===== config.mk =====
export PLATFORM = sky130hd
export DESIGN_NAME = boot_mode_latch_irq_pins
export DESIGN_NICKNAME = d
export VERILOG_FILES = /design/src/design/mode_irq_pkg.sv /design/src/design/pin_sync.sv /design/src/design/boot_mode_latch_irq_pins.sv
export VERILOG_INCLUDE_DIRS = /design/src /design/src/design
export SDC_FILE = /design/constraint.sdc
export NUM_CORES = 1
export LEC_CHECK = 0
export ABC_CLOCK_PERIOD_IN_PS = 1200
export BUFFER_PORTS_ARGS = -buffer_cell sky130_fd_sc_hd__buf_4
export CAP_MARGIN = 20
export CORE_MARGIN = 2
export CORE_UTILIZATION = 35
export CTS_BUF_LIST = sky130_fd_sc_hd__clkbuf_8
export DETAILED_ROUTE_END_ITERATION = 6
export GPL_TIMING_DRIVEN = 0
export PLACE_DENSITY_LB_ADDON = 0.25
export SYNTH_ARGS = -nofsm -noshare
export SYNTH_HDL_FRONTEND = slang
export SYNTH_HIERARCHICAL = 1
export SYNTH_SLANG_ARGS = --single-unit

===== constraint.sdc =====
create_clock -name clk -period 1.2 [get_ports clk]
set_input_delay 0 -clock clk [delete_from_list [all_inputs] [get_ports clk]]
set_output_delay 0 -clock clk [all_outputs]
set_load 0.01 [all_outputs]

===== src/design/mode_irq_consts.svh =====
// Constants for the mode select and interrupt request pin block.
`ifndef MODE_IRQ_CONSTS_SVH
`define MODE_IRQ_CONSTS_SVH
`define MODE_PIN_COUNT    4
`define IRQ_PIN_COUNT     3
`define SYNC_STAGES       2
`define OMR_RESET_VALUE   4'h0
`define WAKE_PIN_INDEX    0
`endif


===== src/design/mode_irq_pkg.sv =====
// Types shared by the mode select and interrupt request pin block.
package mode_irq_pkg;
	typedef enum logic [1:0] {
		PORT_DISCONNECTED,
		PORT_INPUT,
		PORT_OUTPUT,
		PORT_RESERVED
	} port_dir_type;

	typedef struct packed {
		logic enable;
		logic edgeMode;
		logic ack;
	} irq_ctrl_type;

	typedef enum {
		PHASE_RESET,
		PHASE_RUN
	} phase_type;
endpackage


===== src/design/pin_sync.sv =====
// Two-flop synchroniser for one input pin.
`timescale 1ns/1ns
module pin_sync #(
	parameter int STAGES = 2
) (
	// Clock and reset
	input  wire logic clk,
	input  wire logic rst,
	// Pin and synchronised level
	input  wire logic pinIn,
	output logic      pinSync
);
	logic [STAGES-1:0] chain_reg;
	logic [STAGES-1:0] chain_next;

	initial begin
		if (STAGES < 2) begin
			$error("pin_sync needs at least two stages");
		end
	end

	always_comb begin
		chain_next = {chain_reg[STAGES-2:0], pinIn};
	end

	// The chain keeps sampling through reset, so the mode levels held by
	// the board are already settled at its end when reset is released.
	// A reset chain would hand the idle level to the mode latch instead.
	// The rst port stays so that every stage is hooked up the same way.
	always_ff @(posedge clk) begin
		chain_reg <= chain_next;
	end

	assign pinSync = chain_reg[STAGES-1];
endmodule


===== src/design/boot_mode_latch_irq_pins.sv =====
// Mode latch, interrupt requests and port bits of the mode pins.
//
// Summary of operation
// Every active-low mode/interrupt pin is synchronised to clk before use.
// Four mode pins are captured into the operating mode register at reset release.
// After reset release the pins serve as interrupt requests, not mode selects.
// Each request is level or falling-edge sensitive, and individually maskable.
// Each pin may be a port bit: input, output or disconnected.
// In stop standby a low first pin raises the wake request.
// Board logic holds mode levels steady throughout hardware reset.
// Edge requests latch a pending flag on high-to-low until acknowledged.
//
// Only pins A to C serve as interrupts and port bits; pin D selects the
// mode alone. The operating mode register holds the raw pin levels, so a
// pin held low during reset reads as a zero bit.
// Requests and port inputs lag their pin by two synchroniser stages and
// one output register, three clock edges in all. Software that polls the
// port input right after changing a pin must allow for that delay.
// All outputs come from registers, so the core may sample them freely.
`timescale 1ns/1ns
`include "mode_irq_consts.svh"
module boot_mode_latch_irq_pins #(
	parameter int N_IRQ = `IRQ_PIN_COUNT
) (
	// Clock and reset
	input  wire logic                         clk,
	input  wire logic                         rst,
	// Pins, all active low
	input  wire logic                         modeSelAIrqAPinN,
	input  wire logic                         modeSelBIrqBPinN,
	input  wire logic                         modeSelCIrqCPinN,
	input  wire logic                         modeSelDPinN,
	// Pin drivers for port output use
	output logic [N_IRQ-1:0]                  portPinOut,
	output logic [N_IRQ-1:0]                  portPinOe,
	// Interrupt and port configuration
	input  wire mode_irq_pkg::irq_ctrl_type [N_IRQ-1:0] irqCtrl,
	input  wire logic [N_IRQ-1:0]             portSel,
	input  wire mode_irq_pkg::port_dir_type [N_IRQ-1:0] portDir,
	input  wire logic [N_IRQ-1:0]             portDataOut,
	input  wire logic                         stopStandby,
	// Status
	output logic [3:0]                        operatingModeRegister,
	output logic [N_IRQ-1:0]                  irqRequest,
	output logic [N_IRQ-1:0]                  irqPending,
	output logic [N_IRQ-1:0]                  portDataIn,
	output logic                              wakeRequest,
	output logic                              runPhase
);
	logic [3:0]        pinRaw;
	logic [3:0]        pinSync;
	logic [N_IRQ-1:0]  prev_reg;
	logic [N_IRQ-1:0]  prev_next;
	logic [N_IRQ-1:0]  pend_reg;
	logic [N_IRQ-1:0]  pend_next;
	logic [N_IRQ-1:0]  req_reg;
	logic [N_IRQ-1:0]  req_next;
	logic [N_IRQ-1:0]  din_reg;
	logic [N_IRQ-1:0]  din_next;
	logic [N_IRQ-1:0]  pout_reg;
	logic [N_IRQ-1:0]  pout_next;
	logic [N_IRQ-1:0]  poe_reg;
	logic [N_IRQ-1:0]  poe_next;
	logic [3:0]        omr_reg;
	logic [3:0]        omr_next;
	logic              wake_reg;
	logic              wake_next;
	logic              run_reg;
	logic              run_next;
	mode_irq_pkg::phase_type phase_reg;
	mode_irq_pkg::phase_type phase_next;

	initial begin
		if (N_IRQ < 1 || N_IRQ > 3) begin
			$error("N_IRQ must be 1 to 3");
		end
	end

	assign pinRaw = {modeSelDPinN, modeSelCIrqCPinN,
		modeSelBIrqBPinN, modeSelAIrqAPinN};

	// Every pin passes a synchroniser before any use.
	genvar g;
	generate
		for (g = 0; g < 4; g++) begin : gSync
			pin_sync #(.STAGES(`SYNC_STAGES)) uSync (
				.clk     (clk),
				.rst     (rst),
				.pinIn   (pinRaw[g]),
				.pinSync (pinSync[g])
			);
		end
	endgenerate

	// Phase and mode latch: the first edge after release takes the
	// synchronised pins, which carry the levels that the board held through
	// reset. The synchronisers run during reset for exactly this reason.
	// After that edge the register never changes until the next reset, so
	// later pin activity, which is interrupt traffic, cannot disturb it.
	always_comb begin
		phase_next = phase_reg;
		omr_next   = omr_reg;
		run_next   = 1'b0;
		case (phase_reg)
			mode_irq_pkg::PHASE_RESET: begin
				omr_next   = pinSync;
				phase_next = mode_irq_pkg::PHASE_RUN;
			end
			mode_irq_pkg::PHASE_RUN: begin
				phase_next = mode_irq_pkg::PHASE_RUN;
			end
			default: begin
				phase_next = mode_irq_pkg::PHASE_RESET;
			end
		endcase
		// The run flag is a register of its own so that the output does
		// not decode the state variable combinationally.
		run_next = (phase_next == mode_irq_pkg::PHASE_RUN);
	end

	// Interrupts, port bits and wake-up.
	// The previous sample follows the pins in every phase. Were it frozen
	// at its reset value, a pin held low through reset would look like a
	// falling edge on the first run cycle and raise a false request.
	// The port input reads zero unless the bit is an input port, so stale
	// input data never lingers after a change of direction.
	always_comb begin
		prev_next = pinSync[N_IRQ-1:0];
		pend_next = pend_reg;
		req_next  = '0;
		din_next  = '0;
		pout_next = pout_reg;
		poe_next  = '0;
		wake_next = 1'b0;
		if (phase_reg == mode_irq_pkg::PHASE_RUN) begin
			for (int i = 0; i < N_IRQ; i++) begin
				if (portSel[i]) begin
					// A port bit takes no part in interrupts.
					pend_next[i] = 1'b0;
					case (portDir[i])
						mode_irq_pkg::PORT_INPUT: begin
							din_next[i] = pinSync[i];
						end
						mode_irq_pkg::PORT_OUTPUT: begin
							pout_next[i] = portDataOut[i];
							poe_next[i]  = 1'b1;
						end
						default: begin
							din_next[i] = 1'b0;
						end
					endcase
				end else if (irqCtrl[i].edgeMode) begin
					// Set wins over a same-cycle acknowledge.
					if (prev_reg[i] && !pinSync[i]) begin
						pend_next[i] = 1'b1;
					end else if (irqCtrl[i].ack) begin
						pend_next[i] = 1'b0;
					end
					req_next[i] = pend_next[i] && irqCtrl[i].enable;
				end else begin
					pend_next[i] = 1'b0;
					req_next[i]  = !pinSync[i] && irqCtrl[i].enable;
				end
			end
			wake_next = stopStandby
				&& !pinSync[`WAKE_PIN_INDEX];
		end
	end

	always_ff @(posedge clk or posedge rst) begin
		if (rst) begin
			phase_reg <= mode_irq_pkg::PHASE_RESET;
			omr_reg   <= `OMR_RESET_VALUE;
			prev_reg  <= '1;
			pend_reg  <= '0;
			req_reg   <= '0;
			din_reg   <= '0;
			pout_reg  <= '0;
			poe_reg   <= '0;
			wake_reg  <= 1'b0;
			run_reg   <= 1'b0;
		end else begin
			phase_reg <= phase_next;
			omr_reg   <= omr_next;
			prev_reg  <= prev_next;
			pend_reg  <= pend_next;
			req_reg   <= req_next;
			din_reg   <= din_next;
			pout_reg  <= pout_next;
			poe_reg   <= poe_next;
			wake_reg  <= wake_next;
			run_reg   <= run_next;
		end
	end

	// Output drivers. Each output is a register above; nothing here adds
	// logic between a flip-flop and a pin of the block.

	assign operatingModeRegister = omr_reg;
	assign irqRequest            = req_reg;
	assign irqPending            = pend_reg;
	assign portDataIn            = din_reg;
	assign portPinOut            = pout_reg;
	assign portPinOe             = poe_reg;
	assign wakeRequest           = wake_reg;
	assign runPhase              = run_reg;
endmodule


---- Yosys cells after proc, flatten, opt, wreduce, memory -nomap -nowiden ----
Index checks and enable logic that the tools add are counted.
storage, ports and cells
  flip-flop bits (word level) ............. 64
  input bits .............................. 28
  output and inout port bits .............. 21
  logic and storage cells ................. 87
cells by class
  equal/unequal tests ..................... 9
  mux-type cells .......................... 44
  reductions and logical operators ........ 18
operators with widths
  operator               count
  $eq A32 B2 Y1 const B  2
  $mux W1                41
  $eq A32 B1 Y1 const B  1
  $logic_not A32 Y1      1
  $logic_and A1 B1 Y1    10
  $mux W3                3
  $reduce_and A3 Y1      3
  $eq A2 B1 Y1 const B   3
  $eq A2 B2 Y1 const B   3
  $logic_not A1 Y1       3
  $reduce_or A2 Y1       1

---- Depth between registers and ports, before layout ----
Gate-level depths: netlist of the first run.
  depth in word-level cells ............... 10
  gate-level depth with buffers ........... 3
  depth with buffers taken out ............ 3

---- Cells and area by module ----
The synthesis of the first run kept the hierarchy.
modules (own cells, without submodules)
  module                    instances  cells an instance  area an instance (µm²)  seq. area each (µm²)
  boot_mode_latch_irq_pins  1          74                 907.1                   604.3
  pin_sync                  4          2                  40.0                    40.0

---- Worst setup path before layout of the first run ----
Ideal clock, no wire load.
  path type ............................... reg2reg
  start point ............................. register runPhase (netlist name)
  end point ............................... register pout_reg[0], in the netlist portPinOut[0]
  setup time .............................. 0.128 ns
  arrival time ............................ 1.043 ns
  required time ........................... 1.072 ns
  setup slack ............................. 0.029 ns
  stages on the path, launching flop included .. 4
  buffers on the path ..................... 0
  period minus slack after synthesis ...... 1.171 ns
  cells stage by stage .................... dfrtp_1 nand2_1 nor3b_2 mux2_1
RTL lines
  what                    RTL line                         RTL
  end signal: assignment  boot_mode_latch_irq_pins.sv:189  pout_reg <= pout_next;
  end: declaration        boot_mode_latch_irq_pins.sv:60   logic [N_IRQ-1:0] pout_reg;

==> reports/qor.csv, run 1 <==
metric,value,unit
status,"finished, final reports clean",
"Seq/Total Area, Yosys",71.63,%
endpoint type of the worst setup path,flop,
Startpoint Class,flop,
RSZ-0062 raised after global routing,yes,
Leak Pwr,0.8938,nW
initial antenna violation count,0,
# setup viols final,0,
Slew headroom,64.98,%
max-cap check violation count,0,
antenna-violating nets left,0,
ANT cells,0,
worst reg-to-reg setup slack,6,ps
Cells after Synth,82,
power per cell area,1282,nW/um^2
Yosys top cell by area,dfrtp_1,
die height,59.22,microns
via count,886,
detailed placement HPWL,1553,microns
CP arrival,1370,ps
crit path max-delay cell type,dfrtp_2,
die area,3507,sq um
grt ovf,0,
pin count of the biggest net entering global routing,25,
RePlAce Congestion,0.7508,
vias in the first global route,910,
layout cells sized above 1,42.68,%
fin crit share,99.48,%
Crit. Startpoint,runPhase$_DFF_PP0_,
hold_ws,123.3,ps
fill count,242,
"Warnings, synthesis",6,
CTS tree,yes,
drt drc,0,
post-placement cell area,1469,sq um
Pre-antenna DRT Iters,4,
Wirelength per Cell,12.09,microns
critical path type,flop to flop,
Slew Limit Fails,0,
ys async rst share,75.00,%
DRT iter0 DRCs,17,
CTS Buf Count,5,
clk_skew,2.563,ps
Netlist cell types,21,
CTS Sinks,32,
Syn Area/Cell,13.02,sq um
die width,59.22,microns
P&R area growth vs syn,71.39,%
worst skew pair latency,280,ps
Largest register FFs,8,
Mapped Area,1067,sq um
Peak VDD IR,0.9982,mV
Finished Cell Area,1829,sq um
# nets final,191,
Worst Hold Class,primary input to flop,
Yosys reg bits,32,
"Top FF cell, synth",dfrtp_1,
GRT Total Usage,15.58,%
Commonest cells post-synth,"dfrtp_1 (21), nand2_1 (10), dfxtp_1 (8), inv_1 (8)",
first-pass GRT wire length,3891,microns
Starting Density,35.84,%
"Req. time, crit path",1370,ps
Worst path max stage delay,400,ps
Area contributors post-synth,"dfrtp_1 (49%), dfxtp_1 (15%), dfstp_2 (7.4%)",
top-area cell type share of the netlist area,49.24,%
Fmax,837.7,MHz
worst slew pin tran,524.3,ps
clk root buf,clkbuf_8,
core footprint,2978,sq um
CP cell instances,"buf_4, and4b_1, mux2_2",
min-delay src,irqCtrl[0],
syn nets,110,
CP max FO,5,
final WL,2382,microns
deepest clock path buffer count,2,
setup_tns,0,ps
r2r startpoint,runPhase$_DFF_PP0_,
Vias/cell,4.497,
clock period minus worst slack,1194,ps
# IOs,49,
dominant cell by count in the synthesized netlist,dfrtp_1,
final hold violations,0,
IO Port Bufs,48,
number of synthesized flops with an enable pin,0,
htree depth,2,
"CTS clk-pin slew, worst paths",70,ps
# rows,20,
layout make-up:
type                            instances  area, sq um  share of cell area, %
Multi-Input combinational cell         41        275.3                  15.05
Timing Repair Buffer                   74        615.6                  33.65
Clock inverter                          3        23.77                  1.300
Clock buffer                            5        68.82                  3.762
Inverter                                8        33.78                  1.847
Buffer                                  1        5.005                 0.2736
Tap cell                               33        41.29                  2.257
Sequential cell                        32        765.7                  41.86
layout by cell type (no fill, tap or decap):
cell	count
inv_1	7
a21oi_1	3
dfrtp_1	20
dfxtp_1	8
o21ai_0	3
clkinv_4	1
buf_4	50
nor2b_1	3
clkbuf_8	5
a22oi_1	3
nand4_1	1
dfstp_2	3
and4b_1	1
nand2_1	10
dlygate4sd3_1	24
clkinvlp_4	3
buf_2	1
and3_1	1
dfrtp_2	1
conb_1	1
mux2_4	2
o211ai_1	3
o2bb2ai_1	3
nor2_1	1
mux2_2	2
nor3_1	2
nor3b_2	2
kinds of logic (layout without fill, tap and decap cells):
| kind of cell | count (synthesis) | count (layout) | synth area share, % |
|---|---|---|---|
| flip-flops | 32 | 32 | 71.63 |
| AND/OR/NAND/NOR | 21 | 21 | 11.02 |
| AO/OA/AOI/OAI | 15 | 15 | 9.495 |
| buffers and inverters | 9 | 91 | 3.282 |
| multiplexers | 4 | 4 | 4.220 |
| other | 1 | 1 | 0.3514 |
final timing paths:
check / endpoint / cells after the start
hold reg to reg: gSync[1].uSync/chain_reg[1]$_DFF_P_ / 0
min in group asynchronous: portDataIn[1]$_DFF_PP0_ / 3
setup reg to reg: portPinOut[2]$_DFFE_PP0P_ / 3
max in group asynchronous: prev_reg[2]$_DFF_PP1_ / 3
setup / recovery: portPinOut[2]$_DFFE_PP0P_ / 3
hold / removal: irqRequest[0]$_DFF_PP0_ / 4
repair_timing:
action / 4_1_cts / 5_1_grt
setup endpoints to repair: 4 / 23
setup buffers: 1 / 1
pin swaps: 0 / 1
endpoints found under the hold margin: 40 / 0
hold buffers: 24 / 0
resized for setup: 1 / 3
where the power goes:
group          total (mW)  leakage [nW]  internal, mW  switching [mW]
clock network       0.816        0.0404         0.410           0.406
registers            1.18         0.372          1.15          0.0326
logic               0.349         0.481         0.219           0.130
total                2.34         0.894          1.78           0.569
routing by layer:
layer | GRT usage [%] | part of all wire [%] | vias up
met1 | 16.62 | 39 | 410
li1 | - | - | 441
met2 | 27.16 | 54 | 29
met5 | 0 | 0 | -
met4 | 5.844 | 1.6 | 0
met3 | 6.550 | 5.2 | 6
worst max-delay path: cells and delay by family, from the launching register on:
kind	cells	cell delay, ps
simple gates	1	220
buf+inv	1	130
flops	1	400
mux	1	340
through the flow:
step / worst slack (ps) / util [%] / total power, mW / std cells
after global placement: -48.31 / 49.33 / 1.461 / 163
final: 6.203 / 61.43 / 2.345 / 197
after detailed placement: -69.59 / 49.33 / 1.470 / 163
after floorplan: 29.38 / - / 1.297 / 82
after global routing: -19.12 / 61.43 / 2.480 / 197
after CTS: 2.113 / 60.80 / 2.362 / 196
Note: power is estimated with default switching activity, not from simulation.
==> inputs of run 2 (changes only) <==
--- a/config.mk
+++ b/config.mk
@@ -8,5 +8,6 @@
 export LEC_CHECK = 0
+export ABC_AREA = 1
 export ABC_CLOCK_PERIOD_IN_PS = 1200
 export BUFFER_PORTS_ARGS = -buffer_cell sky130_fd_sc_hd__buf_4
-export CAP_MARGIN = 20
+export CAP_MARGIN = 40
 export CORE_MARGIN = 2
==> constraint.sdc (replaced) <==
create_clock -name clk -period 1.2 [get_ports clk]
set_input_delay 0.24 -clock clk [delete_from_list [all_inputs] [get_ports clk]]
set_output_delay 0.24 -clock clk [all_outputs]
set_load 0.01 [all_outputs]
==> reports/qor.csv, run 2 <==
metric,value,unit,change
GRT Total Usage,13.88,%,-1.7 points
RePlAce Congestion,0.7518,,+0.13%
clock period minus worst slack,1088,ps,-105.5 ps
fill count,301,,+24%
Pre-antenna DRT Iters,3,,-1
CP arrival,850,ps,-520 ps
Commonest cells post-synth,"nand2_1 (40), dfrtp_1 (21), inv_1 (12), nor2_1 (9), dfxtp_1 (8)",,
Netlist cell types,15,,-29%
Syn Area/Cell,9.806,sq um,-25%
multi-input logic area,326.6,sq um,+19%
CP Buf/Inv Count,1,,unchanged
# nets final,202,,+5.8%
GRT met2 Usage,23.10,%,-4.1 points
# rows,20,,unchanged
Peak VDD IR,0.7792,mV,-22%
Top delay family on crit path,flip-flops,,
Fmax,918.8,MHz,+9.7%
GRT met3 Usage,5.672,%,-0.88 points
Largest register FFs,8,,unchanged
DRT iter0 DRCs,40,,+23
"Top FF cell, synth",dfrtp_1,,
Worst path max stage delay,420,ps,+20 ps
gr busiest metal,met2,,
XOR/XNOR Fraction of Synth Area,0,%,unchanged
Starting Density,37.28,%,+1.4 points
Startpoint Class,flop,,
die area,3752,sq um,+7.0%
Slew Limit Fails,0,,unchanged
endpoint type of the worst setup path,output pin,,
crit path max-delay cell type,dfrtp_1,,
vias in the first global route,878,,-3.5%
detailed placement HPWL,1860,microns,+20%
Worst Hold Class,primary input to flop,,
clk_skew,1.788,ps,-0.7746 ps
pin count of the biggest net entering global routing,14,,-44%
deepest clock path buffer count,2,,unchanged
dominant cell by count in the synthesized netlist,nand2_1,,
final hold violations,0,,unchanged
critical path type,flop to output pin,,
first-pass GRT wire length,3650,microns,-6.2%
register area,764.5,sq um,-0.16%
layout cells sized above 1,38.29,%,-4.4 points
top-area cell type share of the netlist area,45.80,%,-3.4 points
Area contributors post-synth,"dfrtp_1 (46%), dfxtp_1 (14%), nand2_1 (13%)",,
htree depth,2,,unchanged
Post-Synth Adder-Cell Area,0,%,unchanged
number of synthesized flops with an enable pin,0,,unchanged
Post-CTS Setup Bufs,0,,-1
die width,61.26,microns,+3.4%
drt drc,0,,unchanged
via count,920,,+3.8%
main combinational cell family by area after synthesis,simple AND/OR/NAND/NOR gates,,
fin crit share,90.70,%,-8.8 points
max-cap check violation count,0,,unchanged
Leak Pwr,0.9173,nW,+2.6%
Synth Area in Compound Gates,2.617,%,-6.9 points
ys async rst share,75.00,%,unchanged
die height,61.26,microns,+3.4%
final core occ,54.63,%,-6.8 points
"most common cell after layout, fill and taps aside",buf_4,,
Yosys reg bits,32,,unchanged
RSZ-0062 raised after global routing,no,,
IO Port Bufs,48,,unchanged
# setup viols final,0,,unchanged
worst slack at placement,168.8,ps,+238.4 ps
Finished Cell Area,1682,sq um,-8.1%
"commonest non-fill, non-tap cells in the layout","buf_4 (48), nand2_1 (40), dfrtp_1 (21), inv_1 (13), nor2_1 (9)",,
final WL,2353,microns,-1.2%
grt ovf,0,,unchanged
antenna-violating nets left,0,,unchanged
clk root buf,clkbuf_8,,
post-route setup slack,111.7,ps,+105.5 ps
met1 GRT Util,15.88,%,-0.74 points
"Req. time, crit path",960,ps,-410 ps
status,"finished, final reports clean",,
proportion of synthesized area in mux cells,0,%,-4.2 points
setup_tns,0,ps,unchanged
Mapped Area,1147,sq um,+7.5%
CP cell instances,buf_4,,
hold_ws,66.33,ps,-56.93 ps
CTS Sinks,32,,unchanged
CTS Buf Count,5,,unchanged
core footprint,3078,sq um,+3.4%
ANT cells,0,,unchanged
Yosys top cell by area,dfrtp_1,,
CP max FO,4,,-1
P&R area growth vs syn,46.56,%,
Wirelength per Cell,10.74,microns,-11%
"CTS clk-pin slew, worst paths",60,ps,about the same
Post-Synth Simple-Gate Area,25.52,%,+14 points
worst skew pair latency,270,ps,about the same
Cells after Synth,117,,+43%
"Warnings, synthesis",6,,unchanged
"Seq/Total Area, Yosys",66.63,%,-5.0 points
power per cell area,1350,nW/um^2,+5.3%
post-placement cell area,1578,sq um,+7.4%
# IOs,49,,unchanged
syn nets,145,,+32%
CTS tree,yes,,
Vias/cell,4.201,,-6.6%
initial antenna violation count,0,,unchanged
-- run 2: routing by layer --
| layer | wire length, microns | share of wire, % |
|---|---|---|
| met2 | 1182 | 50 |
| met1 | 990 | 42 |
| met5 | 0 | 0 |
| met3 | 171 | 7.3 |
| met4 | 9 | 0.38 |
-- run 2: per-stage QoR --
step,total power [mW],instances
after global placement,1.478,209
after global routing,2.394,219
after floorplan,1.313,117
after detailed placement,1.496,210
final,2.270,219
after CTS,2.313,219
-- run 2: path summary, 6_finish.rpt --
| kind | from | end | slack (ps) | cells after the start |
|---|---|---|---|---|
| worst max-delay path | runPhase$_DFF_PP0_ | runPhase | 110 | 1 |
| worst min-delay path | modeSelBIrqBPinN | gSync[1].uSync/chain_reg[0]$_DFF_P_ | 70 | 1 |
| worst max register to register | runPhase$_DFF_PP0_ | irqPending[0]$_DFFE_PP0P_ | 170 | 4 |
| worst min register to register | gSync[1].uSync/chain_reg[0]$_DFF_P_ | gSync[1].uSync/chain_reg[1]$_DFF_P_ | 330 | 0 |
| max in group asynchronous | rst | prev_reg[0]$_DFF_PP1_ | 280 | 4 |
| min in group asynchronous | rst | irqRequest[2]$_DFF_PP0_ | 480 | 3 |
-- run 2: cells by family after synthesis --
logic type | Yosys count
AND/OR/NAND/NOR | 65
other | 1
AO/OA/AOI/OAI | 6
flip-flops | 32
buffers and inverters | 13
-- run 2: report_power, final --
part           switching, mW  leakage (nW)  internal [mW]
clock                  0.346        0.0538          0.449
sequential            0.0324         0.376           1.14
combinational          0.141         0.488          0.157
total                  0.519         0.917           1.75
-- run 2: what timing repair did --
item / 4_1_cts / 5_1_grt
resized for setup: 0 / 1
hold endpoints to repair: 4 / 0
endpoints found under the setup margin: 0 / 2
hold buffers: 1 / 0
-- run 2: area by class of cell --
| class | instances | area share, % |
|---|---|---|
| flip-flops and latches | 32 | 45.46 |
| repair buffers | 50 | 22.92 |
| clock buffers | 6 | 4.911 |
| clock inverters | 2 | 0.4464 |
| well taps | 44 | 3.274 |
| inverters | 12 | 2.902 |
| plain buffers | 1 | 0.6696 |
| multi-input cells | 72 | 19.42 |
